<file path="src/core/exec_defs.vh">
// Opcode patterns, field positions and phase codes for the execution unit.
`ifndef EXEC_DEFS_VH
`define EXEC_DEFS_VH

`define OPC_INCR_SKIP      6'h0F
`define OPC_OR_LIT         6'h38
`define OPC_HI             13
`define OPC_LO             8
`define DEST_BIT           7
`define FADDR_HI           6
`define FADDR_LO           0
`define LIT_HI             7
`define LIT_LO             0
`define ONE8               8'h01
`define ZERO8              8'h00
`define ZERO7              7'h00
`define ZERO14             14'h0000
`define PH_Q1              2'h0
`define PH_Q2              2'h1
`define PH_Q3              2'h2
`define PH_Q4              2'h3
`define PH_STEP            2'h1

`endif

</file>
<file path="src/core/incr_file_skip_zero_exec.v">
// Execution logic for increment-skip-if-zero and OR-literal instructions.
//
// Functional notes
// - Increment opcode reads file register, adds one.
// - Destination bit zero writes W, one writes file.
// - Zero result discards next instruction as NOP.
// - Non-zero result continues; instruction takes one cycle.
// - OR-literal ORs low-byte literal into W.
// - OR-literal writes W, single cycle, Q1-Q4.
// - Phases decode, read, process, write; skip idles.
`timescale 1ns/100ps
`include "exec_defs.vh"

module incr_file_skip_zero_exec
#(
    parameter IW = 14,
    parameter DW = 8,
    parameter AW = 7
)
(
    input  wire          CORE_CLK,
    input  wire          ARST_N,
    input  wire [IW-1:0] INSTR,
    input  wire [DW-1:0] FILE_RDATA,
    output reg  [AW-1:0] FILE_ADDR,
    output reg           FILE_RD,
    output reg           FILE_WR,
    output reg  [DW-1:0] FILE_WDATA,
    output reg  [DW-1:0] W_REG,
    output reg           Z_FLAG,
    output reg           SKIP_ACTIVE,
    output reg  [1:0]    PHASE
);

    // ------------------------------------------------------------
    // Phase sequencing
    // ------------------------------------------------------------
    wire [1:0] phase;

    quarter_phase u_phase
    (
        .CORE_CLK (CORE_CLK),
        .ARST_N   (ARST_N),
        .phase_q  (phase)
    );

    // Phase decodes used by the per-phase stages below.
    wire in_q1;
    wire in_q2;
    wire in_q3;
    wire in_q4;

    assign in_q1 = (phase == `PH_Q1);
    assign in_q2 = (phase == `PH_Q2);
    assign in_q3 = (phase == `PH_Q3);
    assign in_q4 = (phase == `PH_Q4);

    // ------------------------------------------------------------
    // Instruction state
    // ------------------------------------------------------------
    reg [IW-1:0] ir_q;
    reg [DW-1:0] opnd_q;
    reg [DW-1:0] res_q;
    reg          is_inc_q;
    reg          is_or_q;
    reg          skip_next_q;

    // ------------------------------------------------------------
    // Opcode decode
    // ------------------------------------------------------------
    wire [`OPC_HI-`OPC_LO:0] opc;
    wire                     opc_incr;
    wire                     opc_or;

    assign opc = INSTR[`OPC_HI:`OPC_LO];

    // A pending skip masks whatever opcode arrives in the discarded cycle,
    // so that cycle runs as a no-operation in all four phases.
    assign opc_incr = !skip_next_q && (opc == `OPC_INCR_SKIP);
    assign opc_or   = !skip_next_q && (opc == `OPC_OR_LIT);

    // ------------------------------------------------------------
    // Operand fields of the latched instruction
    // ------------------------------------------------------------
    wire [AW-1:0] file_sel;
    wire [DW-1:0] literal;
    wire          dest_file;

    assign file_sel  = ir_q[`FADDR_HI:`FADDR_LO];
    assign literal   = ir_q[`LIT_HI:`LIT_LO];
    assign dest_file = ir_q[`DEST_BIT];

    // ------------------------------------------------------------
    // Datapath
    // ------------------------------------------------------------
    wire [DW:0]   incr_sum;
    wire [DW-1:0] incr_res;
    wire [DW-1:0] or_res;
    wire          res_zero;

    // The carry out is dropped on purpose: an all-ones register wraps
    // to zero, which is what triggers the skip.
    assign incr_sum = {1'b0, FILE_RDATA} + {1'b0, `ONE8};
    assign incr_res = incr_sum[DW-1:0];

    genvar bit_i;
    generate
        for (bit_i = 0; bit_i < DW; bit_i = bit_i + 1)
        begin : g_or_bit
            assign or_res[bit_i] = W_REG[bit_i] | opnd_q[bit_i];
        end
    endgenerate

    assign res_zero = (res_q == `ZERO8);

    // ------------------------------------------------------------
    // Per-phase actions
    // ------------------------------------------------------------
    wire rd_go;
    wire wr_file_go;
    wire wr_acc_inc_go;
    wire wr_acc_or_go;

    assign rd_go         = in_q2 && is_inc_q;
    assign wr_file_go    = in_q4 && is_inc_q && dest_file;
    assign wr_acc_inc_go = in_q4 && is_inc_q && !dest_file;
    assign wr_acc_or_go  = in_q4 && is_or_q;

    // ------------------------------------------------------------
    // Q1: decode and latch the instruction
    // ------------------------------------------------------------
    always @(posedge CORE_CLK or negedge ARST_N)
    begin
        if (!ARST_N)
        begin
            ir_q     <= `ZERO14;
            is_inc_q <= 1'b0;
            is_or_q  <= 1'b0;
        end
        else if (in_q1)
        begin
            ir_q     <= INSTR;
            is_inc_q <= opc_incr;
            is_or_q  <= opc_or;
        end
    end

    // ------------------------------------------------------------
    // Q2 and Q3: read the operand, then compute the result
    // ------------------------------------------------------------
    always @(posedge CORE_CLK or negedge ARST_N)
    begin
        if (!ARST_N)
        begin
            opnd_q <= `ZERO8;
            res_q  <= `ZERO8;
        end
        else
        begin
            if (in_q2 && is_or_q)
                opnd_q <= literal;
            // File data answers the read strobe raised at the end of Q2.
            if (in_q3 && is_inc_q)
                res_q <= incr_res;
            else if (in_q3 && is_or_q)
                res_q <= or_res;
        end
    end

    // ------------------------------------------------------------
    // File register port
    // ------------------------------------------------------------
    always @(posedge CORE_CLK or negedge ARST_N)
    begin
        if (!ARST_N)
        begin
            FILE_ADDR  <= `ZERO7;
            FILE_RD    <= 1'b0;
            FILE_WR    <= 1'b0;
            FILE_WDATA <= `ZERO8;
        end
        else
        begin
            // Both strobes last exactly one clock.
            FILE_RD <= rd_go;
            FILE_WR <= wr_file_go;
            if (rd_go)
                FILE_ADDR <= file_sel;
            if (wr_file_go)
                FILE_WDATA <= res_q;
        end
    end

    // ------------------------------------------------------------
    // Q4: working register and zero flag
    // ------------------------------------------------------------
    always @(posedge CORE_CLK or negedge ARST_N)
    begin
        if (!ARST_N)
        begin
            W_REG  <= `ZERO8;
            Z_FLAG <= 1'b0;
        end
        else
        begin
            if (wr_acc_or_go)
                W_REG <= res_q;
            else if (wr_acc_inc_go)
                W_REG <= res_q;
            // Only the OR-literal result moves the flag; the increment
            // leaves every status flag as it was.
            if (wr_acc_or_go)
                Z_FLAG <= res_zero;
        end
    end

    // ------------------------------------------------------------
    // Skip control
    // ------------------------------------------------------------
    always @(posedge CORE_CLK or negedge ARST_N)
    begin
        if (!ARST_N)
        begin
            skip_next_q <= 1'b0;
            SKIP_ACTIVE <= 1'b0;
        end
        else
        begin
            // The skip request is armed in Q4 and consumed in the next Q1.
            if (in_q4 && is_inc_q)
                skip_next_q <= res_zero;
            else if (in_q1)
                skip_next_q <= 1'b0;
            if (in_q1)
                SKIP_ACTIVE <= skip_next_q;
        end
    end

    // ------------------------------------------------------------
    // Phase output
    // ------------------------------------------------------------
    always @(posedge CORE_CLK or negedge ARST_N)
    begin
        if (!ARST_N)
            PHASE <= `PH_Q1;
        else
            PHASE <= phase;
    end

endmodule // incr_file_skip_zero_exec

</file>
<file path="src/core/quarter_phase.v">
// Quarter-phase sequencer producing Q1..Q4 of each instruction cycle.
`timescale 1ns/100ps
`include "exec_defs.vh"

module quarter_phase
(
    input  wire       CORE_CLK,
    input  wire       ARST_N,
    output reg  [1:0] phase_q
);

    always @(posedge CORE_CLK or negedge ARST_N)
    begin
        if (!ARST_N)
            phase_q <= `PH_Q1;
        else
            phase_q <= phase_q + `PH_STEP;
    end

endmodule // quarter_phase

</file>
<file path="config.mk">
export PLATFORM = sky130hd
export DESIGN_NAME = incr_file_skip_zero_exec
export DESIGN_NICKNAME = d
export VERILOG_FILES = /design/src/core/incr_file_skip_zero_exec.v /design/src/core/quarter_phase.v
export VERILOG_INCLUDE_DIRS = /design/src /design/src/core
export SDC_FILE = /design/constraint.sdc
export NUM_CORES = 1
export LEC_CHECK = 0
export ABC_AREA = 1
export BUFFER_PORTS_ARGS = -buffer_cell sky130_fd_sc_hd__buf_2
export CORE_UTILIZATION = 40
export DETAILED_ROUTE_END_ITERATION = 16
export GPL_ROUTABILITY_DRIVEN = 0
export PLACE_DENSITY = 0.68
export SLEW_MARGIN = 20
export SYNTH_ARGS = -nofsm -noshare
export SYNTH_HDL_FRONTEND = slang
export SYNTH_SLANG_ARGS = --single-unit
</file>
<file path="constraint.sdc">
create_clock -name CORE_CLK -period 2.2 [get_ports CORE_CLK]
set_clock_uncertainty 0.15 [all_clocks]
set_input_delay 0.44 -clock CORE_CLK [delete_from_list [all_inputs] [get_ports CORE_CLK]]
set_output_delay 0.44 -clock CORE_CLK [all_outputs]
set_load 0.01 [all_outputs]
</file>
# After elaboration in Yosys (flattened, before gate mapping)
# Index checks and enable logic that the tools add are counted.
# totals
output_inout_bits	29
wordCells	53
input_bits	24
ff_bits	58
# op_classes
reduce_logical	17
bitwise	8
n_addsub	2
mux	6
eq_ne	5
# op_table
operator	n
two-way mux 8 bit	4
logical AND 1 bit	10
adder 8 x 1 -> 8 bit (second input constant)	1
logical NOT 8 bit	1
bitwise OR 1 bit	8
== test 6 x 4 -> 1 bit (second input constant)	1
== test 6 bit (second input constant)	1
nonzero test 2 bit	3
== test 2 bit (second input constant)	2
adder 2 x 1 -> 2 bit (second input constant)	1
== test 2 x 1 -> 1 bit (second input constant)	1
logical NOT 1 bit	2
logical NOT 2 bit	1
two-way mux 1 bit	2

# Depth between registers and ports, before layout
# logic_depth
depth_word	5
mapped_depth	7

# By module
# Synthesis repeated with hierarchy kept, for this count alone.
# hier_totals
cells_unflattened	277
hier_area_um2	2511.2
# modules_own_cells
mod	seq_area_each_um2	cells_per_inst	area_per_inst_um2	instances
incr_file_skip_zero_exec	1401.3	270	2439.8	1
quarter_phase	50.0	7	71.3	1

# Worst setup path before layout
# No wires, ideal clock.
# synth_path
path_kind	register -> register
start	register u_phase.phase_q[0]
end	register res_q[3]
n_path_buf	0
required_ps	1929
path_stages_with_launch	7
setup_time_ps	121
period_less_slack_ps	1423
arrival_ps	1152
slack_ps	777
path_cell_list	dfrtp_1 inv_1 ha_1 nand2_1 nand2_2 o221ai_1 inv_1
# synth_via
elab_chain_len	3
word_cells_on_any_way	5
classes_between	1 x eq/ne; 1 x mux; 3 x reduce/logical
# synth_rtl
element	line	text
start, declared	quarter_phase.v:9	output reg [1:0] phase_q
start signal, assigned	quarter_phase.v:15	phase_q <= `PH_Q1;
start signal, assigned	quarter_phase.v:17	phase_q <= phase_q + `PH_STEP;
== test 2 bit (no line) (*)	--	
logical AND 1 bit, on equally long branches	incr_file_skip_zero_exec.v:163, incr_file_skip_zero_exec.v:165	
two-way mux 8 bit / nonzero test 2 bit (equally long branches)	--	
end signal, assigned	incr_file_skip_zero_exec.v:156	res_q <= `ZERO8;
end signal, assigned	incr_file_skip_zero_exec.v:164	res_q <= incr_res;
end signal, assigned	incr_file_skip_zero_exec.v:166	res_q <= or_res;
end, declared	incr_file_skip_zero_exec.v:63	reg [DW-1:0] res_q;
# Mark *: on every way between the ends. The rest lies on a longest branch, timed or not.
# A chain may end at the register's enable or synchronous reset.

# Final worst setup path
# Ends and elaborated chain as after synthesis.

==> run_results.csv <==
group,metric,value,unit
worst_setup_path,r2r_start,"u_phase.phase_q[0]",
yosys,synth_cells,263,
placement,dp_cells,385,
clocking,cts_sinks,58,
worst_setup_path,cp_slowest_cell,"dfrtp_1",
sta,fin_crit,1.71,ns
sta,rsz0062_at_grt,"false",
worst_hold_path,min_from,"INSTR[4]",
worst_hold_path,min_path_type,"in2reg",
yosys,syn_nets,292,
drt,drt_wl_total,4990,um
sta,maxSlewViolCount,0,
clocking,clk_pin_slew,0.07,ns
worst_setup_path,crit_path_end_kind,"register",
global_route,overflow,0,
final_layout,nets,351,
final_layout,fin_cells,402,
clocking,clk_latency,0.34,ns
worst_setup_path,path_class,"reg2reg",
worst_setup_path,crit_required,2.27,ns
drt,ant_nets,0,
yosys,synth.area.top_cells,"dfrtp_1 (59%), nand2_1 (9.3%), o21ai_0 (6.3%)",
worst_setup_path,crit_path_cell_trace,"inv_1, ha_1, nand2_1, nand2_2, o221ai_1, inv_1",
floorplanning,ioPinCount,53,
sta,timing.slew.headroom,0.603,
drt,drc,0,
yosys,netlist_area,2460,sq um
worst_setup_path,crit_fanout,12,
final_layout,antenna_cells,0,
worst_hold_path,holdPathEnd,"ir_q[4]",
global_route,grt_max_degree,34,
placement,place_hpwl,3630,um
worst_setup_path,r2r_slack,0.49,ns
drt,dr.pass1.iters,4,
floorplanning,start_util,0.415,
drt,wire_per_inst,12.4,um
yosys,seq_area_frac_synth,0.591,
placement,io_buffers,52,
yosys,synth_flop_cell,"dfrtp_1",
yosys,ys_top_cells_by_count,"nand2_1 (61), dfrtp_1 (58), o21ai_0 (31), inv_1 (30), nor2_1 (24)",
floorplanning,dieArea,6460,sq um
run_status,status,"finished, final reports clean",
sta,setup_tns,0,ns
yosys,async_reset_ff_frac,1.00,
yosys,synth_warnings,0,
yosys,syn_area_per_cell,9.34,sq um
global_route,grt_pass1_vias,1665,
global_route,grt_pass1_wl,8220,um
power_and_ir_drop,powerDensity,835,nW/um^2
sta,setup_violations,0,
yosys,synth.most_common_cell,"nand2_1",
worst_setup_path,path_common_cell,"inv_1",
sta,tightest_slew,0.595,ns
sta,whs,0.154,ns
floorplanning,fp.dieH,80.4,um
power_and_ir_drop,leakagePower,1.58,nW
worst_hold_path,min_path_cells,3,
clocking,cts_buffers,9,
yosys,synth.distinct_cells,26,
yosys,synth_top_area_cell,"dfrtp_1",
sta,layout_setup_ws,0.494,ns
floorplanning,core,5920,sq um
drt,vias,1907,
sta,finalCritPeriodShare,0.775,
sta,finalHoldViolCount,0,
floorplanning,fp.dieW,80.4,um
flow_run,max-cap-violations,0,
drt,drtIter0Drc,149,
worst_setup_path,regToRegEndpoint,"res_q[3]",
global_route,gr-usage-all-layers,0.176,
sta,fmax,0.586,GHz
final_layout,drive_gt1_frac,0.248,
power_and_ir_drop,ir_drop,0.000820,V
worst_setup_path,critical_path_arrival,1.78,ns
global_route,antenna_found_initial,0,
yosys,synth_top_area_share,0.591,
final_layout,syn_to_final_growth,23.1,%
yosys,ys_ff_latch,58,
final_layout,stdcell_area,3030,sq um
worst_setup_path,cpPeakStageDelay,0.39,ns
clocking,h-tree-depth,3,
worst_setup_path,startpoint_type,"register",
floorplanning,num_rows,28,
yosys,synth_edf_count,0,
clocking,cts-root-buf,"clkbuf_8",
placement,pre_cts_ws,0.483,ns
placement,place_area,2800,sq um
clocking,clockBufferDepth,2,
clocking,tritoncts,"yes",
drt,routed_via_density,4.74,
worst_setup_path,rr_worst_depth,6,
==> through the flow <==
| step | power, W | utilization |
|---|---|---|
| 3_5_place_dp | 0.00146 | 0.472 |
| 5_1_grt | 0.00265 | 0.511 |
| 6_report | 0.00253 | 0.511 |
| 4_1_cts | 0.00256 | 0.511 |
| 3_3_place_gp | 0.00146 | 0.472 |
| 2_1_floorplan | 0.00133 | - |
==> cell type report <==
cell class,instances,area [sq um]
fillers,591,2900
repair buffers,55,298
clock buffers,12,145
well taps,75,93.8
flip-flops and latches,58,1450
inverters,31,116
clock inverters,4,75.1
multi-input cells,167,846
==> repair_timing <==
| action | 4_1_cts | 5_1_grt |
|---|---|---|
| resized for setup | 0 | 0 |
| buffers inserted | 0 | 0 |
| hold buffers | 1 | 0 |
| hold endpoints to repair | 25 | 0 |
==> sequential cells by signal, summed over array words and instances, names as in the netlist, 2 cells and up <==
name             cells
opnd_q               8
PHASE                2
u_phase.phase_q      2
FILE_ADDR            7
ir_q                 8
W_REG                8
FILE_WDATA           8
res_q                8
==> placed cells by master (no fill, tap or decap), types with 3 or more instances in the layout <==
cell type	netlist	routed
o21ai_2	6	6
inv_1	30	30
o21ai_0	31	31
ha_1	5	5
dfrtp_1	58	58
buf_2	2	52
clkbuf_8	0	10
nand2_1	61	61
nand4_1	3	3
nor2_1	24	24
a21oi_1	10	10
nand3_1	7	7
o31ai_1	6	6
==> cells by family after synthesis <==
logic type,count (synthesis),share of synthesized area
simple gates,99,0.161
compound gates,61,0.150
flops,58,0.591
buf+inv,38,0.0652
fa+ha+maj,5,0.0255
xor+xnor,2,0.00713
==> metal layers <==
metal,up-vias,global-route usage,share of wire
met5,-,0,0
met2,59,0.252,0.43
met1,867,0.235,0.50
li1,974,-,-
met4,0,0.0911,0.017
met3,7,0.0602,0.057
==> worst max path at each step <==
stage                            start  endpoint  slack [ns]
floorplan           u_phase.phase_q[0]  res_q[3]        0.78
global placement    u_phase.phase_q[0]  res_q[3]        0.56
detailed placement  u_phase.phase_q[0]  res_q[3]        0.48
CTS                 u_phase.phase_q[0]  res_q[3]        0.48
global route        u_phase.phase_q[0]  res_q[3]        0.33
finish              u_phase.phase_q[0]  res_q[3]        0.49
==> where the power goes <==
part / switching [W] / internal [W] / total (W)
Clock: 0.000419 / 0.000669 / 0.00109
Sequential: 0.0000499 / 0.00115 / 0.00120
Combinational: 0.000148 / 0.0000960 / 0.000244
Total: 0.000617 / 0.00191 / 0.00253
==> critical path, delay by kind of cell (launching register included) <==
| family | cells | cell delay, ns |
|---|---|---|
| compound gates | 1 | 0.22 |
| fa+ha+maj | 1 | 0.22 |
| flops | 1 | 0.39 |
| simple gates | 2 | 0.47 |
| buf+inv | 2 | 0.16 |
Power figures use the tool's default switching activity.
